[src/obcd_pkg.sv]
// obcd_pkg: shared constants for the option byte configuration decoder
package obcd_pkg;

  // ************************************************************
  // register map (byte addresses)
  // ************************************************************
  localparam logic [7:0] OBCD_ADDR_STARTUP = 8'h00; // startup_config_byte
  localparam logic [7:0] OBCD_ADDR_PROTECT = 8'h04; // memory_protect_config_byte
  localparam logic [7:0] OBCD_ADDR_CTRL = 8'h08; // command register
  localparam logic [7:0] OBCD_ADDR_STATUS = 8'h0C; // status register

  // ************************************************************
  // field positions
  // ************************************************************
  localparam int OBCD_CLK_HI = 7; // startup_clock_select
  localparam int OBCD_CLK_LO = 6;
  localparam int OBCD_UV_HI = 3; // undervoltage_threshold_select
  localparam int OBCD_UV_LO = 2;
  localparam int OBCD_WDG_TYPE = 1; // watchdog_type_select
  localparam int OBCD_WDG_HALT = 0; // watchdog reset on halt
  localparam int OBCD_SEC_HI = 3; // sector_zero_size
  localparam int OBCD_SEC_LO = 2;
  localparam int OBCD_READOUT = 1; // readout_protect
  localparam int OBCD_WLOCK = 0; // flash_write_lock
  localparam int OBCD_CTRL_ERASE = 0; // erase command bit
  localparam int OBCD_ST_PROG = 0; // status: programming mode
  localparam int OBCD_ST_BUSY = 1; // status: erase running
  localparam int OBCD_ST_REFUSED = 2; // status: sticky refused access
  localparam int OBCD_ST_CAPT = 3; // status: settings captured

  // ************************************************************
  // reset / erased values and encodings
  // ************************************************************
  localparam logic [7:0] OBCD_STARTUP_DEFAULT = 8'h2F;
  localparam logic [7:0] OBCD_PROTECT_DEFAULT = 8'hF0;
  localparam logic [1:0] OBCD_CLK_INT_RC = 2'h0;
  localparam logic [1:0] OBCD_CLK_WAKE_RC = 2'h1;
  localparam logic [1:0] OBCD_CLK_EXT = 2'h3;
  localparam logic [1:0] OBCD_UV_OFF = 2'h3;
  localparam logic [1:0] OBCD_SECT_0K5 = 2'h0;
  localparam logic [1:0] OBCD_SECT_1K = 2'h1;
  localparam logic [1:0] OBCD_SECT_2K = 2'h2;

  // ************************************************************
  // axi response codes
  // ************************************************************
  localparam logic [1:0] OBCD_RESP_OKAY = 2'h0;
  localparam logic [1:0] OBCD_RESP_SLVERR = 2'h2;
  localparam logic [1:0] OBCD_RESP_DECERR = 2'h3;

  // erase sequencer states
  typedef enum logic [0:0] {OBCD_IDLE, OBCD_MEM_ERASE} obcd_state_t;

endpackage

[src/obcd_dec_if.sv]
// obcd_dec_if: decoded option settings passed from decoder to top
`timescale 1ns/10ps
`default_nettype none

interface obcd_dec_if;
  logic clk_internal_rc;
  logic clk_wakeup_rc;
  logic clk_external;
  logic uv_enable;
  logic [1:0] uv_level;
  logic wdg_hw_enable;
  logic wdg_halt_reset;
  logic [1:0] sector_size;
  logic readout_protect;
  logic flash_write_lock;

  // ************************************************************
  // producer and consumer views
  // ************************************************************
  modport dec (output clk_internal_rc, clk_wakeup_rc, clk_external, uv_enable, uv_level,
               wdg_hw_enable, wdg_halt_reset, sector_size, readout_protect, flash_write_lock);
  modport sink (input clk_internal_rc, clk_wakeup_rc, clk_external, uv_enable, uv_level,
               wdg_hw_enable, wdg_halt_reset, sector_size, readout_protect, flash_write_lock);
endinterface

`default_nettype wire

[src/obcd_decode.sv]
// obcd_decode: combinational decode of the two option bytes
`timescale 1ns/10ps
`default_nettype none

module obcd_decode
  import obcd_pkg::*;
(
  input wire logic [7:0] startup_byte, // startup_config_byte content
  input wire logic [7:0] protect_byte, // memory_protect_config_byte content
  obcd_dec_if.dec d // decoded settings
);

  // ************************************************************
  // clock source; reserved code falls back to internal rc
  // ************************************************************
  wire logic [1:0] clk_field = startup_byte[OBCD_CLK_HI:OBCD_CLK_LO];
  assign d.clk_wakeup_rc = (clk_field == OBCD_CLK_WAKE_RC);
  assign d.clk_external = (clk_field == OBCD_CLK_EXT);
  assign d.clk_internal_rc = !d.clk_wakeup_rc && !d.clk_external;

  // detector: 11 off, else code is level (0 low, 1 mid, 2 high)
  wire logic [1:0] uv_field = startup_byte[OBCD_UV_HI:OBCD_UV_LO];
  assign d.uv_enable = (uv_field != OBCD_UV_OFF);
  assign d.uv_level = d.uv_enable ? uv_field : 2'h0;

  // watchdog options
  assign d.wdg_hw_enable = !startup_byte[OBCD_WDG_TYPE];
  assign d.wdg_halt_reset = startup_byte[OBCD_WDG_HALT];

  // sector 0 size: low bit set wins
  assign d.sector_size = protect_byte[OBCD_SEC_LO] ? OBCD_SECT_2K :
                         (protect_byte[OBCD_SEC_HI] ? OBCD_SECT_1K : OBCD_SECT_0K5);

  // memory protection
  assign d.readout_protect = protect_byte[OBCD_READOUT];
  assign d.flash_write_lock = protect_byte[OBCD_WLOCK];

endmodule

`default_nettype wire

[src/obcd_top.sv]
// obcd_top: option byte store, axi4-lite access and reset-time settings capture
// Summary of operation
// - clock field picks internal, wakeup, reserved, external
// - default clock field starts internal rc oscillator
// - detector field: low, medium, high threshold, off
// - watchdog type: zero hardware, one software
// - halt entry resets when watchdog halt bit set
// - sector zero size 0.5K, 1K or 2K
// - readout protection blocks extraction and flash writes
// - erase under readout protection erases memory first
// - write lock freezes memory and option bytes forever
// - option bytes accessible only in programming mode
//
// The implementer's own choices: the AXI4-Lite interface to the registers and the address map.
`timescale 1ns/10ps
`default_nettype none

module obcd_top
  import obcd_pkg::*;
#(
  parameter int ADDR_W = 8 // axi address width
)(
  input wire logic sys_clk, // system clock
  input wire logic rst_b, // async reset, active low
  input wire logic prog_mode, // device in programming mode
  input wire logic mem_erase_done, // program memory erase finished
  output logic mem_erase_req, // program memory erase request
  output logic clk_sel_internal_rc, // start from internal rc
  output logic clk_sel_wakeup_rc, // start from wakeup_rc_oscillator
  output logic clk_sel_external, // start from external_clock_pin
  output logic undervoltage_detector_en, // undervoltage_detector enabled
  output logic [1:0] undervoltage_level, // 0 low, 1 medium, 2 high
  output logic wdg_hw_enable, // watchdog forced on in hardware
  output logic wdg_halt_reset, // reset on halt entry
  output logic [1:0] sector_zero_size, // 0 half k, 1 one k, 2 two k
  output logic flash_read_block, // block memory extraction
  output logic flash_write_block, // refuse flash writes
  input wire logic [ADDR_W-1:0] s_axi_awaddr, // write address
  input wire logic s_axi_awvalid, // write address valid
  output logic s_axi_awready, // write address ready
  input wire logic [31:0] s_axi_wdata, // write data
  input wire logic [3:0] s_axi_wstrb, // write strobes
  input wire logic s_axi_wvalid, // write data valid
  output logic s_axi_wready, // write data ready
  output logic [1:0] s_axi_bresp, // write response
  output logic s_axi_bvalid, // write response valid
  input wire logic s_axi_bready, // write response ready
  input wire logic [ADDR_W-1:0] s_axi_araddr, // read address
  input wire logic s_axi_arvalid, // read address valid
  output logic s_axi_arready, // read address ready
  output logic [31:0] s_axi_rdata, // read data
  output logic [1:0] s_axi_rresp, // read response
  output logic s_axi_rvalid, // read response valid
  input wire logic s_axi_rready // read response ready
);

  // ************************************************************
  // state
  // ************************************************************
  logic [7:0] startup_q = OBCD_STARTUP_DEFAULT; // erased content at power-up
  logic [7:0] protect_q = OBCD_PROTECT_DEFAULT;
  logic [ADDR_W-1:0] awaddr_q;
  logic [31:0] wdata_q;
  logic [3:0] wstrb_q;
  logic awready_q, wready_q, bvalid_q, arready_q, rvalid_q;
  logic [1:0] bresp_q, rresp_q;
  logic [31:0] rdata_q;
  logic refused_q, captured_q, erase_req_q;
  obcd_state_t state_q;
  logic clk_int_q, clk_wake_q, clk_ext_q, uv_en_q, wdg_hw_q, wdg_halt_q, rd_blk_q, wr_blk_q;
  logic [1:0] uv_lvl_q, sect_q;

  obcd_dec_if dec_bus();

  // decode of the stored bytes
  obcd_decode u_decode (
    .startup_byte(startup_q),
    .protect_byte(protect_q),
    .d(dec_bus)
  );

  // ************************************************************
  // write channel decode
  // ************************************************************
  wire logic aw_hs = s_axi_awvalid && awready_q;
  wire logic w_hs = s_axi_wvalid && wready_q;
  wire logic b_hs = bvalid_q && s_axi_bready;
  wire logic wr_go = !awready_q && !wready_q && !bvalid_q;
  wire logic idle = (state_q == OBCD_IDLE);
  wire logic wa_startup = (awaddr_q[7:0] == OBCD_ADDR_STARTUP);
  wire logic wa_protect = (awaddr_q[7:0] == OBCD_ADDR_PROTECT);
  wire logic wa_ctrl = (awaddr_q[7:0] == OBCD_ADDR_CTRL);
  wire logic wa_status = (awaddr_q[7:0] == OBCD_ADDR_STATUS);
  wire logic wa_mapped = wa_startup || wa_protect || wa_ctrl || wa_status;
  // byte store open only in programming mode, unlocked, no erase running
  wire logic store_open = prog_mode && !protect_q[OBCD_WLOCK] && idle;
  wire logic wr_cfg = wr_go && (wa_startup || wa_protect) && wstrb_q[0];
  wire logic wr_startup_ok = wr_go && wa_startup && wstrb_q[0] && store_open;
  wire logic wr_protect_ok = wr_go && wa_protect && wstrb_q[0] && store_open;
  wire logic erase_cmd = wr_go && wa_ctrl && wstrb_q[0] && wdata_q[OBCD_CTRL_ERASE];
  wire logic erase_start = erase_cmd && store_open;
  wire logic wr_refused = (wr_cfg && !store_open) || (erase_cmd && !store_open);
  wire logic clr_refused = wr_go && wa_status && wstrb_q[0] && wdata_q[OBCD_ST_REFUSED];
  wire logic [1:0] wr_resp = !wa_mapped ? OBCD_RESP_DECERR :
                             (wr_refused ? OBCD_RESP_SLVERR : OBCD_RESP_OKAY);

  // ************************************************************
  // erase sequencing and byte store next values
  // ************************************************************
  wire logic erase_now = erase_start && !protect_q[OBCD_READOUT];
  wire logic erase_mem_first = erase_start && protect_q[OBCD_READOUT];
  wire logic mem_done = (state_q == OBCD_MEM_ERASE) && mem_erase_done;
  wire logic restore = erase_now || mem_done;
  wire logic [7:0] startup_d = restore ? OBCD_STARTUP_DEFAULT : (wr_startup_ok ? wdata_q[7:0] : startup_q);
  wire logic [7:0] protect_d = restore ? OBCD_PROTECT_DEFAULT : (wr_protect_ok ? wdata_q[7:0] : protect_q);
  wire logic refused_d = wr_refused || (refused_q && !clr_refused);

  // ************************************************************
  // read channel decode
  // ************************************************************
  wire logic ar_hs = s_axi_arvalid && arready_q;
  wire logic r_hs = rvalid_q && s_axi_rready;
  wire logic ra_startup = (s_axi_araddr[7:0] == OBCD_ADDR_STARTUP);
  wire logic ra_protect = (s_axi_araddr[7:0] == OBCD_ADDR_PROTECT);
  wire logic ra_ctrl = (s_axi_araddr[7:0] == OBCD_ADDR_CTRL);
  wire logic ra_status = (s_axi_araddr[7:0] == OBCD_ADDR_STATUS);
  wire logic ra_cfg_bad = (ra_startup || ra_protect) && !prog_mode;
  wire logic [31:0] status_word = {28'h0000000, captured_q, refused_q, !idle, prog_mode};
  wire logic [31:0] rd_data = ra_cfg_bad ? 32'h00000000 :
                              ra_startup ? {24'h000000, startup_q} :
                              ra_protect ? {24'h000000, protect_q} :
                              ra_status ? status_word : 32'h00000000;
  wire logic [1:0] rd_resp = !(ra_startup || ra_protect || ra_ctrl || ra_status) ? OBCD_RESP_DECERR :
                             (ra_cfg_bad ? OBCD_RESP_SLVERR : OBCD_RESP_OKAY);

  // write address and data capture, response after both
  always_ff @(posedge sys_clk or negedge rst_b) begin
    if (!rst_b) begin
      awready_q <= 1'b1;
      wready_q <= 1'b1;
      bvalid_q <= 1'b0;
      bresp_q <= OBCD_RESP_OKAY;
      awaddr_q <= '0;
      wdata_q <= 32'h00000000;
      wstrb_q <= 4'h0;
    end else begin
      if (aw_hs) begin
        awready_q <= 1'b0;
        awaddr_q <= s_axi_awaddr;
      end
      if (w_hs) begin
        wready_q <= 1'b0;
        wdata_q <= s_axi_wdata;
        wstrb_q <= s_axi_wstrb;
      end
      if (wr_go) begin
        bvalid_q <= 1'b1;
        bresp_q <= wr_resp;
      end
      if (b_hs) begin
        bvalid_q <= 1'b0;
        awready_q <= 1'b1;
        wready_q <= 1'b1;
      end
    end
  end

  // read answer registered on the same edge that takes the address
  always_ff @(posedge sys_clk or negedge rst_b) begin
    if (!rst_b) begin
      arready_q <= 1'b1;
      rvalid_q <= 1'b0;
      rdata_q <= 32'h00000000;
      rresp_q <= OBCD_RESP_OKAY;
    end else if (ar_hs) begin
      arready_q <= 1'b0;
      rvalid_q <= 1'b1;
      rdata_q <= rd_data;
      rresp_q <= rd_resp;
    end else if (r_hs) begin
      arready_q <= 1'b1;
      rvalid_q <= 1'b0;
    end
  end

  // option byte store: no reset, bytes survive reset like nonvolatile cells
  always_ff @(posedge sys_clk) begin
    startup_q <= startup_d;
    protect_q <= protect_d;
  end

  // refused flag (set beats clear)
  always_ff @(posedge sys_clk or negedge rst_b) begin
    if (!rst_b) begin
      refused_q <= 1'b0;
    end else begin
      refused_q <= refused_d;
    end
  end

  // erase sequencer: memory erase handshake before byte restore
  always_ff @(posedge sys_clk or negedge rst_b) begin
    if (!rst_b) begin
      state_q <= OBCD_IDLE;
      erase_req_q <= 1'b0;
    end else begin
      case (state_q)
        OBCD_IDLE: begin
          if (erase_mem_first) begin
            state_q <= OBCD_MEM_ERASE;
            erase_req_q <= 1'b1;
          end
        end
        OBCD_MEM_ERASE: begin
          if (mem_erase_done) begin
            state_q <= OBCD_IDLE;
            erase_req_q <= 1'b0;
          end
        end
        default: begin
          state_q <= OBCD_IDLE;
          erase_req_q <= 1'b0;
        end
      endcase
    end
  end

  // capture decoded settings once after reset release, then hold
  always_ff @(posedge sys_clk or negedge rst_b) begin
    if (!rst_b) begin
      captured_q <= 1'b0;
      clk_int_q <= 1'b1;
      clk_wake_q <= 1'b0;
      clk_ext_q <= 1'b0;
      uv_en_q <= 1'b0;
      uv_lvl_q <= 2'h0;
      wdg_hw_q <= 1'b0;
      wdg_halt_q <= 1'b0;
      sect_q <= OBCD_SECT_0K5;
      rd_blk_q <= 1'b0;
      wr_blk_q <= 1'b0;
    end else if (!captured_q) begin
      captured_q <= 1'b1;
      clk_int_q <= dec_bus.clk_internal_rc;
      clk_wake_q <= dec_bus.clk_wakeup_rc;
      clk_ext_q <= dec_bus.clk_external;
      uv_en_q <= dec_bus.uv_enable;
      uv_lvl_q <= dec_bus.uv_level;
      wdg_hw_q <= dec_bus.wdg_hw_enable;
      wdg_halt_q <= dec_bus.wdg_halt_reset;
      sect_q <= dec_bus.sector_size;
      rd_blk_q <= dec_bus.readout_protect;
      wr_blk_q <= dec_bus.readout_protect || dec_bus.flash_write_lock;
    end
  end

  // ************************************************************
  // outputs
  // ************************************************************
  assign s_axi_awready = awready_q;
  assign s_axi_wready = wready_q;
  assign s_axi_bvalid = bvalid_q;
  assign s_axi_bresp = bresp_q;
  assign s_axi_arready = arready_q;
  assign s_axi_rvalid = rvalid_q;
  assign s_axi_rdata = rdata_q;
  assign s_axi_rresp = rresp_q;
  assign mem_erase_req = erase_req_q;
  assign clk_sel_internal_rc = clk_int_q;
  assign clk_sel_wakeup_rc = clk_wake_q;
  assign clk_sel_external = clk_ext_q;
  assign undervoltage_detector_en = uv_en_q;
  assign undervoltage_level = uv_lvl_q;
  assign wdg_hw_enable = wdg_hw_q;
  assign wdg_halt_reset = wdg_halt_q;
  assign sector_zero_size = sect_q;
  assign flash_read_block = rd_blk_q;
  assign flash_write_block = wr_blk_q;

  // ************************************************************
  // checks
  // ************************************************************
  AST_CLK_SOURCE: assert property (@(posedge sys_clk) disable iff (!rst_b)
    $rose(captured_q) |-> (clk_ext_q == ($past(startup_q[OBCD_CLK_HI:OBCD_CLK_LO]) == 2'h3))
      && (clk_wake_q == ($past(startup_q[OBCD_CLK_HI:OBCD_CLK_LO]) == 2'h1)))
    else $error("clock source select mismatch");
  AST_CLK_DEFAULT: assert property (@(posedge sys_clk) disable iff (!rst_b)
    $rose(captured_q) && ($past(startup_q[OBCD_CLK_HI:OBCD_CLK_LO]) == 2'h0) |-> clk_int_q && !clk_ext_q)
    else $error("default clock is not internal rc");
  AST_UV_SELECT: assert property (@(posedge sys_clk) disable iff (!rst_b)
    $rose(captured_q) |-> (uv_en_q == ($past(startup_q[OBCD_UV_HI:OBCD_UV_LO]) != 2'h3))
      && (!uv_en_q || uv_lvl_q == $past(startup_q[OBCD_UV_HI:OBCD_UV_LO])))
    else $error("detector setting mismatch");
  AST_WDG_TYPE: assert property (@(posedge sys_clk) disable iff (!rst_b)
    $rose(captured_q) |-> wdg_hw_q == !$past(startup_q[OBCD_WDG_TYPE]))
    else $error("watchdog type mismatch");
  AST_WDG_HALT: assert property (@(posedge sys_clk) disable iff (!rst_b)
    $rose(captured_q) |-> wdg_halt_q == $past(startup_q[OBCD_WDG_HALT]))
    else $error("halt reset option mismatch");
  AST_SECTOR: assert property (@(posedge sys_clk) disable iff (!rst_b)
    $rose(captured_q) && $past(protect_q[OBCD_SEC_LO]) |-> sect_q == 2'h2)
    else $error("sector size mismatch");
  AST_READOUT: assert property (@(posedge sys_clk) disable iff (!rst_b)
    $rose(captured_q) |-> (rd_blk_q == $past(protect_q[OBCD_READOUT])) && (rd_blk_q -> wr_blk_q))
    else $error("readout protection not applied");
  AST_ERASE_FIRST: assert property (@(posedge sys_clk) disable iff (!rst_b)
    erase_mem_first |=> erase_req_q && $stable(protect_q) && $stable(startup_q))
    else $error("bytes erased before memory");
  AST_WLOCK_FROZEN: assert property (@(posedge sys_clk) disable iff (!rst_b)
    protect_q[OBCD_WLOCK] |=> $stable(protect_q) && $stable(startup_q))
    else $error("locked option bytes changed");
  AST_PROG_ONLY: assert property (@(posedge sys_clk) disable iff (!rst_b)
    (rvalid_q && !$past(rvalid_q) && $past(ra_startup || ra_protect) && !$past(prog_mode))
      |-> rresp_q == 2'h2 && rdata_q == 32'h00000000)
    else $error("option byte read outside programming mode");
  AST_HOLD: assert property (@(posedge sys_clk) disable iff (!rst_b)
    captured_q |=> $stable({clk_int_q, clk_wake_q, clk_ext_q, uv_en_q, uv_lvl_q, wdg_hw_q,
                            wdg_halt_q, sect_q, rd_blk_q, wr_blk_q}))
    else $error("captured settings changed before reset");

endmodule

`default_nettype wire

[config.mk]
export PLATFORM = sky130hd
export DESIGN_NAME = obcd_top
export DESIGN_NICKNAME = d
export VERILOG_FILES = /design/src/obcd_pkg.sv /design/src/obcd_dec_if.sv /design/src/obcd_decode.sv /design/src/obcd_top.sv
export SDC_FILE = /design/constraint.sdc
export NUM_CORES = 1
export LEC_CHECK = 0
export BUFFER_PORTS_ARGS = -buffer_cell sky130_fd_sc_hd__buf_2
export CAP_MARGIN = 0
export CORE_ASPECT_RATIO = 2
export CORE_MARGIN = 2
export CORE_UTILIZATION = 27
export CTS_CLUSTER_DIAMETER = 50
export DETAILED_ROUTE_END_ITERATION = 10
export SLEW_MARGIN = 15
export SYNTH_ARGS = -nofsm -noshare
export SYNTH_HDL_FRONTEND = slang
export SYNTH_SLANG_ARGS = --single-unit
[constraint.sdc]
create_clock -name sys_clk -period 1.8 [get_ports sys_clk]
set_clock_uncertainty 0.15 [all_clocks]
set_input_delay 0 -clock sys_clk [delete_from_list [all_inputs] [get_ports sys_clk]]
set_output_delay 0 -clock sys_clk [all_outputs]
set_load 0.05 [all_outputs]
# Word-level counts from Yosys, hierarchy flattened
# Cells that the tools add are included.
# classes
reduce_logical	60
n_mux	27
n_bitwise	1
n_eq_ne	11
# op_table
op	n
equality test 8 x 4 -> 1 bit, second input constant	4
logical AND 1 bit	32
2-to-1 mux 8 bit	3
equality test 8 x 3 -> 1 bit, second input constant	2
logical NOT 8 bit	2
2-to-1 mux 1 bit	15
2-to-1 mux 2 bit	6
logical NOT 1 bit	11
logical OR 1 bit	10
nonzero test 2 bit	4
2-to-1 mux 4 bit	1
!= test 2 bit, second input constant	2
case mux 1 bit (2 select lines)	2
equality test 2 x 1 -> 1 bit, second input constant	1
equality test 2 bit, second input constant	1
!= test 2 x 1 -> 1 bit, second input constant	1
AND reduction 2 bit	1
NOT 1 bit	1
# word_totals
elab_cells	126
reg_bits	90

# Longest topological paths before layout
# Gate-level depths: netlist of run 1.
# logic_depth
word_depth	10
depth_mapped	5
ltp_nobuf	4

# Hierarchy
# Synthesis of run 1 repeated with hierarchy kept, for this count alone.
# hier_totals
hier_cells	261
hier_area_um2	2977.9
# by_module_without_submodules
module	n_inst	area_each_um2	cells_per_inst	seq_area_each_um2
obcd_top	1	2902.8	249	1576.5
obcd_decode	1	75.1	12	0.0

# Least setup slack after synthesis of run 1
# OpenSTA, ideal clock, no wires.
# synth_path
path_type	register to register
startpoint	reg bvalid_q (netlist: s_axi_bvalid)
endpoint	reg protect_q[0]
t_arrival_ns	1.574
n_path_buf	1
synth_period_minus_slack_ns	1.839
setup_slack_ns	-0.039
setup_time_ns	0.115
path_stages_with_launch	6
cell_sequence	dfrtp_1 -> nor3_4 -> nand3_2 -> o31a_1 -> buf_6 -> o21a_1
# synth_via
elab_chain_len	8
# synth_rtl
element	line	text
from (decl)	obcd_top.sv:65	logic awready_q, wready_q, bvalid_q, arready_q, rvalid_q;
from (signal assigned)	obcd_top.sv:141	bvalid_q <= 1'b0;
from (signal assigned)	obcd_top.sv:157	bvalid_q <= 1'b1;
from (signal assigned)	obcd_top.sv:161	bvalid_q <= 1'b0;
logical NOT 1 bit (*)	obcd_top.sv:88	wire logic wr_go = !awready_q && !wready_q && !bvalid_q;
logical AND 1 bit (*)	obcd_top.sv:88	
logical AND 1 bit (3 in series)	obcd_top.sv:100	wire logic erase_cmd = wr_go && wa_ctrl && wstrb_q[0] && wdata_q[OBCD_CTRL_ERASE];
logical AND 1 bit	obcd_top.sv:101	wire logic erase_start = erase_cmd && store_open;
logical AND 1 bit	obcd_top.sv:110	wire logic erase_now = erase_start && !protect_q[OBCD_READOUT];
logical OR 1 bit	obcd_top.sv:113	wire logic restore = erase_now || mem_done;
to (signal assigned)	obcd_top.sv:189	protect_q <= protect_d;
to (decl)	obcd_top.sv:61	logic [7:0] protect_q = OBCD_PROTECT_DEFAULT;
# Every way passes the cells marked *; elsewhere a longest branch is shown, timed or not.
# A chain may end at the register's enable or synchronous reset.

==> impl_metrics.py, run 1 <==
metrics = {
    "routing": {
        "dr.pass1.iters": 4,
        "dr_wl_met3_um": 307,
        "dr.max_layer_used": "met4",
        "wl_per_cell_um": 13.2,
        "ant_nets": 0,
        "drtIter0Drc": 80,
        "wl_met1_um": 2530,
        "vias": 2221,
        "drc": 0,
        "routed_wl_um": 6860,
        "drt-vias-per-instance": 4.29,
        "wl_met2_um": 3860,
    },
    "clock_tree": {
        "clock_latency_ns": 0.33,
        "h-tree-depth": 3,
        "numCtsBuffers": 9,
        "clkSinkCount": 66,
        "clk_pin_slew_ns": 0.06,
        "cts_buffer_depth": 2,
        "root_buffer": "clkbuf_16",
        "cts_tree": "yes",
    },
    "sta": {
        "fmax_mhz": 585,
        "post-route-period-util_pct": 95.0,
        "setup_viol": 0,
        "worst_pin_slew_ns": 0.538,
        "rsz0062_at_grt": "true",
        "period_needed_ns": 1.71,
        "relSlewSlack_pct": 63.7,
        "finalHoldViolations": 0,
        "tns_ns": 0,
        "maxSlewViolCount": 0,
    },
    "power": {
        "power.density_nw_per_um2": 1300,
        "p_leak_nw": 1.97,
        "ir_worst_vdd_mv": 0.697,
    },
    "synthesis": {
        "yosys_warnings": 0,
        "synth_seq_cells": 66,
        "synth_cell_type_count": 38,
        "ys_seq_area_share_pct": 54.9,
        "synth_area_um2": 2870,
        "syn_inst": 258,
        "synthesis.area_per_instance_um2": 11.1,
    },
    "finish": {
        "layout_commonest_cell": "buf_2",
        "diodes": 0,
        "finalInstanceArea_um2": 4010,
        "nets": 437,
        "fillers": 1050,
        "drive_above_1_share_pct": 34.1,
        "layout_common_cells": "buf_2, dfrtp_1, nand2_1",
        "area_growth_syn_to_layout_pct": 39.7,
    },
    "global_route": {
        "gr-usage-all-layers_pct": 12.8,
        "grt_pass1_wl_um": 11200,
        "grt_pass1_vias": 2236,
        "overflow": 0,
        "grt_max_degree": 29,
        "antenna_found_initial": 0,
    },
    "die": {
        "placeableCoreArea_um2": 10400,
        "start_util_pct": 27.6,
        "die_w_um": 76.9,
        "io_pins": 115,
        "fp.dieH_um": 150,
        "dieArea_um2": 11500,
        "rows": 53,
    },
    "placed_design": {
        "dpl-instance-area_um2": 3360,
        "io_buffers": 63,
        "place.gp.congestion": 0.731,
        "dpl.hpwl_um": 5140,
    },
    "status": {
        "status": "finished clean",
    },
    "worst_setup_path": {
        "startpoint": "rst_b",
        "worstPathRequired_ns": 2.20,
        "cp-end-kind": "asynchronous set/reset pin",
        "r2r-start": "awaddr_q[4]",
        "reg2reg_slack_ns": 0.10,
        "r2r-end": "protect_q[3]",
        "critPathLaunchType": "input port",
        "critPathArrivalTime_ns": 2.11,
        "crit_type": "input port to asynchronous set/reset pin",
        "setup.worst_path.end": "awaddr_q[4]",
        "worstPathMaxFanout": 16,
        "reg2reg_depth": 6,
    },
    "min_path": {
        "hold_class": "input port to register",
    },
    "job": {
        "max_cap_viol_count": 0,
    },
}
worst min-delay path by stage:
stage	startpoint	end	slack, ns	cells past startpoint
after global placement	rst_b	awaddr_q[0]	-0.20	1
after CTS	s_axi_araddr[3]	s_axi_rdata[7]	0.02	3
after floorplan	rst_b	awaddr_q[0]	-0.45	0
after global routing	s_axi_araddr[3]	s_axi_rdata[7]	0.04	3
after detailed placement	rst_b	awaddr_q[1]	-0.19	1
final	s_axi_araddr[3]	s_axi_rdata[7]	0.002	3
metrics by stage:
| step | setup WS [ns] | total power [mW] | utilization (%) | hold slack, ns | std cells |
|---|---|---|---|---|---|
| after CTS | 0.0178 | 5.26 | 38.3 | 0.0205 | 518 |
| after floorplan | 0.0292 | 3.22 | - | -0.446 | 281 |
| after global routing | -0.00956 | 5.51 | 38.5 | 0.0376 | 518 |
| after detailed placement | 0.0633 | 3.60 | 32.3 | -0.191 | 467 |
| final | 0.0897 | 5.22 | 38.5 | 0.00176 | 518 |
| after global placement | 0.0991 | 3.56 | 32.3 | -0.200 | 467 |
power breakdown:
group / leakage [nW] / switching, mW / internal (mW) / total, mW
logic: 1.10 / 0.860 / 0.564 / 1.42
clock network: 0.127 / 0.646 / 0.924 / 1.57
registers: 0.742 / 0.352 / 1.87 / 2.23
total: 1.97 / 1.86 / 3.36 / 5.22
logic make-up after synthesis:
| family | Yosys count | share of synthesized area, % |
|---|---|---|
| simple gates | 69 | 12.4 |
| flops | 66 | 54.9 |
| compound gates | 41 | 8.64 |
| mux | 41 | 15.2 |
| buf+inv | 39 | 8.50 |
| other cells | 2 | 0.262 |
flip-flops by register name, summed over array words and instances, names as in the netlist, 2 cells and up:
register,flops
s_axi_bresp,2
protect_q,8
undervoltage_level,2
s_axi_rdata,8
startup_q,8
awaddr_q,8
wdata_q,8
s_axi_rresp,2
sector_zero_size,2
layout make-up:
type	count	area (um^2)	share of cell area, %
repair buffers	113	801	20.0
clock inverters	7	46.3	1.15
well taps	137	171	4.28
multi-input cells	176	1150	28.7
clock buffers	9	225	5.62
flip-flops and latches	66	1580	39.4
inverters	10	37.5	0.936
repair_timing:
item                                    in CTS  in global routing
buffers inserted                             0                  0
gates resized for setup                      0                  6
endpoints found under the setup margin       0                  9
hold endpoints to repair                    73                  0
hold buffers                                35                  0
critical path: stages:
cell	delay, ns
dlygate4sd3_1	0.54
dlygate4sd3_1	0.55
buf_2	0.36
dlygate4sd3_1	0.66
synth_stat cells (all sizes together):
cell / n / area (um^2)
a21o: 1 / 7.51
a21oi: 5 / 25.0
a22o: 3 / 26.3
a31oi: 1 / 6.26
and4bb: 1 / 12.5
buf: 26 / 195
clkbuf: 3 / 11.3
conb: 2 / 7.51
dfrtp: 46 / 1150
dfstp: 4 / 105
dfxtp: 16 / 320
inv: 10 / 37.5
mux2: 21 / 236
mux2i: 20 / 200
nand2: 36 / 135
nand2b: 4 / 25.0
nand3: 1 / 10.0
nand4: 3 / 31.3
nand4b: 1 / 8.76
nor2: 15 / 56.3
nor3: 2 / 21.3
nor4: 3 / 33.8
nor4b: 1 / 8.76
o211ai: 1 / 7.51
o21a: 1 / 7.51
o21ai: 22 / 110
o22ai: 3 / 18.8
o311ai: 1 / 8.76
o31a: 1 / 8.76
o31ai: 1 / 12.5
o41ai: 1 / 8.76
or3: 1 / 6.26
or4: 1 / 7.51
per-layer routing:
layer | vias to the layer above | global-route usage [%]
li1 | 1083 | -
met1 | 1054 | 12.8
met2 | 76 | 24.1
met3 | 8 | 2.83
met4 | 0 | 7.09
met5 | - | 0
(Power assumes the default switching activity.)
==> run 2: changes to the inputs <==
==> constraint.sdc (replaced) <==
create_clock -name sys_clk -period 1.7 [get_ports sys_clk]
set_clock_uncertainty 0.15 [all_clocks]
set_input_delay 0 -clock sys_clk [delete_from_list [all_inputs] [get_ports sys_clk]]
set_output_delay 0 -clock sys_clk [all_outputs]
set_load 0.05 [all_outputs]
==> impl_metrics.py, run 2 (synthesis results as in run 1) <==
metrics = {
    "status": {
        "status": "finished, violations left",
        "violations": "negative setup slack",
    },
    "clock_tree": {
        "clock_latency_ns": 0.34,
        "clk_pin_slew_ns": 0.06,
        "h-tree-depth": 3,
        "clkSinkCount": 66,
        "cts_buffer_depth": 2,
        "cts_tree": "yes",
        "numCtsBuffers": 9,
        "root_buffer": "clkbuf_16",
    },
    "placed_design": {
        "dpl.hpwl_um": 5330,
        "place.gp.congestion": 0.773,
        "dp_cells": 468,
        "dpl-instance-area_um2": 3380,
        "io_buffers": 63,
    },
    "sta": {
        "layout_setup_ws_ns": -0.00723,
        "finalHoldViolations": 0,
        "setup_viol": 3,
        "maxSlewViolCount": 0,
        "hold_slack_ns": 0.0720,
        "post-route-period-util_pct": 100,
        "worst_pin_slew_ns": 0.556,
        "period_needed_ns": 1.71,
        "rsz0062_at_grt": "true",
        "relSlewSlack_pct": 62.5,
        "fmax_mhz": 586,
    },
    "global_route": {
        "grt_pass1_wl_um": 11700,
        "gr-usage-all-layers_pct": 13.4,
        "grt_pass1_vias": 2296,
        "grt_max_degree": 26,
        "overflow": 0,
        "antenna_found_initial": 0,
    },
    "worst_setup_path": {
        "startpoint": "state_q",
        "reg2reg_slack_ns": -0.007,
        "crit_path_cell_trace": "and4bb_2 > nand4b_1 > o31a_1 > o21a_1",
        "r2r-start": "state_q",
        "critPathMaxStageDelay_ns": 0.40,
        "cp-end-kind": "register",
        "crit_slowest_cell": "dfrtp_1",
        "critPathLaunchType": "register",
        "worstPathMaxFanout": 5,
        "worstPathRequired_ns": 1.78,
        "crit_type": "register to register",
        "critPathArrivalTime_ns": 1.79,
    },
    "finish": {
        "fin_util_pct": 39.8,
        "fillers": 1055,
        "layoutNonFillerInstCount": 524,
        "layout_common_cells": "buf_2, dfrtp_1, dlygate4sd3_1",
        "diodes": 0,
        "layout_commonest_cell": "buf_2",
        "area_growth_syn_to_layout_pct": 44.5,
        "drive_above_1_share_pct": 35.7,
        "finalInstanceArea_um2": 4150,
        "nets": 443,
    },
    "power": {
        "p_comb_share_pct": 27.2,
        "power_frac_clock_pct": 33.6,
        "p_leak_nw": 2.03,
        "power.density_nw_per_um2": 1450,
        "seqPwrFrac_pct": 39.2,
        "ir_worst_vdd_mv": 0.753,
        "p_int_mw": 3.93,
        "p_sw_share_pct": 34.4,
        "p_sw_mw": 2.06,
    },
    "routing": {
        "drt-vias-per-instance": 4.36,
        "vias": 2285,
        "dr.pass1.iters": 4,
        "routed_wl_um": 7310,
        "wl_per_cell_um": 14.0,
        "drc": 0,
        "drtIter0Drc": 120,
        "ant_nets": 0,
    },
    "min_path": {
        "hold_class": "input port to asynchronous set/reset pin",
    },
    "die": {
        "rows": 53,
        "placeableCoreArea_um2": 10400,
        "dieArea_um2": 11500,
        "io_pins": 115,
        "start_util_pct": 27.6,
        "fp.dieH_um": 150,
        "die_w_um": 76.9,
    },
    "job": {
        "max_cap_viol_count": 0,
    },
}
## run 2: cell count changes in the layout (fill, tap and decap cells not counted), sizes merged
cell          change
buf               +3
bufinv            +2
clkinv            -3
clkinvlp          -1
dlygate4sd3       +3
dlymetal6s4s      -1
inv               +2
o31a              +1
## run 2: power groups by stage
stage	logic [mW]	clock network, mW	registers [mW]
after detailed placement	1.51	0	2.37
after floorplan	0.735	0	2.68
after global placement	1.49	0	2.34
after global routing	1.76	2.12	2.41
final	1.63	2.02	2.35
after CTS	1.62	2.06	2.34
## run 2: worst max-delay path: cells and delay by family, from the launching register on
family          cells  cell delay (ns)
compound gates      2             0.52
flops               1             0.40
simple gates        2             0.54
## run 2: what timing repair did
| item | in CTS | in global routing |
|---|---|---|
| buffers inserted | 0 | 1 |
| pin swaps | 4 | 7 |
| hold endpoints to repair | 80 | 0 |
| gates resized for setup | 2 | 9 |
| setup endpoints to repair | 8 | 17 |
| hold buffers | 37 | 0 |
| gates cloned | 1 | 1 |
## run 2: worst paths after layout
kind,endpoint,cells after the start
max,protect_q[0],4
min in group sys_clk,state_q,3
min,clk_sel_internal_rc,2
max reg2reg,protect_q[0],4
min reg2reg,mem_erase_req,2
max in group asynchronous,clk_sel_wakeup_rc,3
## run 2: routing by layer
layer,GRT usage [%],vias to the layer above,part of all wire (%)
li1,-,1096,-
met1,13.0,1092,35
met2,25.2,79,57
met3,2.77,18,4.4
met4,9.00,0,3.3
met5,0,-,0
## run 2: layout make-up
| class | count | area (um^2) | share of cell area [%] |
|---|---|---|---|
| Sequential cell | 66 | 1580 | 38.1 |
| Multi-Input combinational cell | 177 | 1190 | 28.8 |
| Timing Repair Buffer | 118 | 838 | 20.2 |
| Clock buffer | 9 | 225 | 5.43 |
| Tap cell | 137 | 171 | 4.14 |
| Clock inverter | 7 | 101 | 2.44 |
| Inverter | 10 | 37.5 | 0.906 |
## run 2: metrics by stage
step | setup TNS, ns | total power, mW | worst slack [ns]
after floorplan | -0.0250 | 3.41 | -0.0250
after global placement | -0.0149 | 3.83 | -0.0149
after detailed placement | -0.0379 | 3.88 | -0.0379
after CTS | -0.0192 | 6.02 | -0.0192
after global routing | -0.978 | 6.29 | -0.0848
final | -0.0150 | 6.00 | -0.00723
==> run 3: changes to the inputs <==
--- a/config.mk
+++ b/config.mk
@@ -9,9 +9,10 @@
 export CAP_MARGIN = 0
 export CORE_ASPECT_RATIO = 2
 export CORE_MARGIN = 2
-export CORE_UTILIZATION = 27
+export CORE_UTILIZATION = 48
 export CTS_CLUSTER_DIAMETER = 50
 export DETAILED_ROUTE_END_ITERATION = 10
+export PLACE_DENSITY = 0.79
 export SLEW_MARGIN = 15
 export SYNTH_ARGS = -nofsm -noshare
 export SYNTH_HDL_FRONTEND = slang
==> impl_metrics.py, run 3 (synthesis results as in run 1) <==
metrics = {
    "status": {
        "status": "finished, violations left",
        "violations": "design-rule violations, negative setup slack",
    },
    "routing": {
        "dr.max_layer_used": "met4",
        "wl_met2_um": 3900,
        "drtIter0Drc": 66,
        "dr.pass1.iters": 7,
        "drc": 11,
        "ant_nets": 0,
        "routed_wl_um": 6760,
        "dr_wl_met3_um": 334,
        "wl_met1_um": 2320,
        "wl_per_cell_um": 15.1,
        "drt-vias-per-instance": 5.11,
        "vias": 2284,
    },
    "sta": {
        "worst_pin_slew_ns": 0.599,
        "fmax_mhz": 581,
        "finalHoldViolations": 0,
        "rsz0062_at_grt": "true",
        "period_needed_ns": 1.72,
        "hold_slack_ns": 0.0645,
        "layout_setup_ws_ns": -0.0207,
        "relSlewSlack_pct": 60.1,
        "setup_viol": 3,
        "post-route-period-util_pct": 101,
        "maxSlewViolCount": 0,
    },
    "global_route": {
        "gr-usage-all-layers_pct": 22.9,
        "overflow": 0,
        "grt_pass1_wl_um": 11300,
        "antenna_found_initial": 0,
        "grt_max_degree": 27,
        "grt_pass1_vias": 2368,
    },
    "clock_tree": {
        "clkSinkCount": 66,
        "root_buffer": "clkbuf_16",
        "h-tree-depth": 3,
        "cts_tree": "yes",
        "numCtsBuffers": 9,
        "clk_pin_slew_ns": 0.06,
        "clock_latency_ns": 0.33,
        "cts_buffer_depth": 2,
    },
    "worst_setup_path": {
        "cp-end-kind": "register",
        "crit_type": "register to register",
        "worstPathRequired_ns": 1.78,
        "worstPathMaxFanout": 6,
        "critPathArrivalTime_ns": 1.80,
        "critPathLaunchType": "register",
    },
    "placed_design": {
        "io_buffers": 63,
        "preCtsSetupSlack_ns": -0.130,
        "dpl.hpwl_um": 4520,
        "place.gp.congestion": 0.802,
    },
    "die": {
        "fp.dieH_um": 113,
        "io_pins": 115,
        "die_w_um": 58.7,
        "rows": 39,
        "start_util_pct": 49.8,
        "dieArea_um2": 6650,
        "placeableCoreArea_um2": 5760,
    },
    "job": {
        "max_cap_viol_count": 0,
    },
    "power": {
        "ir_worst_vdd_mv": 0.960,
        "power.density_nw_per_um2": 1570,
        "p_leak_nw": 2.05,
    },
    "finish": {
        "layout_common_cells": "buf_2, dfrtp_1, dlygate4sd3_1",
        "layout_commonest_cell": "buf_2",
        "diodes": 0,
        "drive_above_1_share_pct": 35.2,
        "nets": 442,
        "area_growth_syn_to_layout_pct": 42.9,
    },
    "min_path": {
        "hold_class": "input port to asynchronous set/reset pin",
    },
}
[run 3: changes by cell type in the layout (fill, tap and decap cells not counted), moves of 2 or more]
| cell | delta |
|---|---|
| nor2_1 | +2 |
| mux2i_1 | -2 |
| clkinvlp_4 | -2 |
| mux2i_2 | +2 |
| nor2_2 | -2 |
| bufinv_16 | +3 |
[run 3: power by group]
part	total, mW	internal, mW	switching, mW	leakage, nW
sequential	2.37	1.98	0.384	0.742
clock	2.39	1.73	0.660	0.190
combinational	1.66	0.668	0.995	1.12
total	6.42	4.38	2.04	2.05
[run 3: layer usage]
layer / global-route usage, % / vias to the layer above
li1: - / 1094
met4: 11.7 / 0
met3: 4.34 / 15
met2: 42.5 / 86
met1: 23.1 / 1089
met5: 0 / -
[run 3: what timing repair did]
action,CTS,global route
gates resized for setup,3,6
hold endpoints to repair,78,0
hold buffers,36,0
setup buffers,2,2
endpoints found under the setup margin,17,19
gates cloned,2,0
pin swaps,8,9
[run 3: final timing paths]
kind	from	endpoint	slack [ns]	depth (start not counted)
max	awaddr_q[1]	protect_q[0]	-0.02	4
min	rst_b	awaddr_q[1]	0.06	2
max reg2reg	awaddr_q[1]	protect_q[0]	-0.02	4
min reg2reg	protect_q[7]	protect_q[7]	0.33	2
max in group asynchronous	rst_b	s_axi_arready	0.72	3
min in group sys_clk	mem_erase_done	state_q	0.28	3
[run 3: area by class of cell]
class                      count  area, um^2
multi-input combinational    177        1190
timing repair buffer         117         832
tap                           61        76.3
inverter                      10        37.5
clock buffer                   9         225
sequential                    66        1580
fill                         412        1660
clock inverter                 7         164
[run 3: through the flow]
step / util, % / total power, mW / instances / TNS, ns / cell area [um^2]
after floorplan: - / 3.41 / 281 / -0.0250 / 2960
after global placement: 56.6 / 3.78 / 389 / -0.0765 / 3260
after detailed placement: 56.6 / 3.85 / 389 / -0.671 / 3260
after CTS: 70.4 / 6.38 / 445 / -0.0632 / 4050
after global routing: 71.2 / 6.69 / 447 / -0.860 / 4100
final: 71.2 / 6.42 / 447 / -0.0420 / 4100
[run 3: critical path, cell delays in order (launching register included)]
cell     delay (ns)
dfrtp_1        0.40
nor4_4         0.35
nand3_2        0.19
o31a_1         0.40
o21a_1         0.13
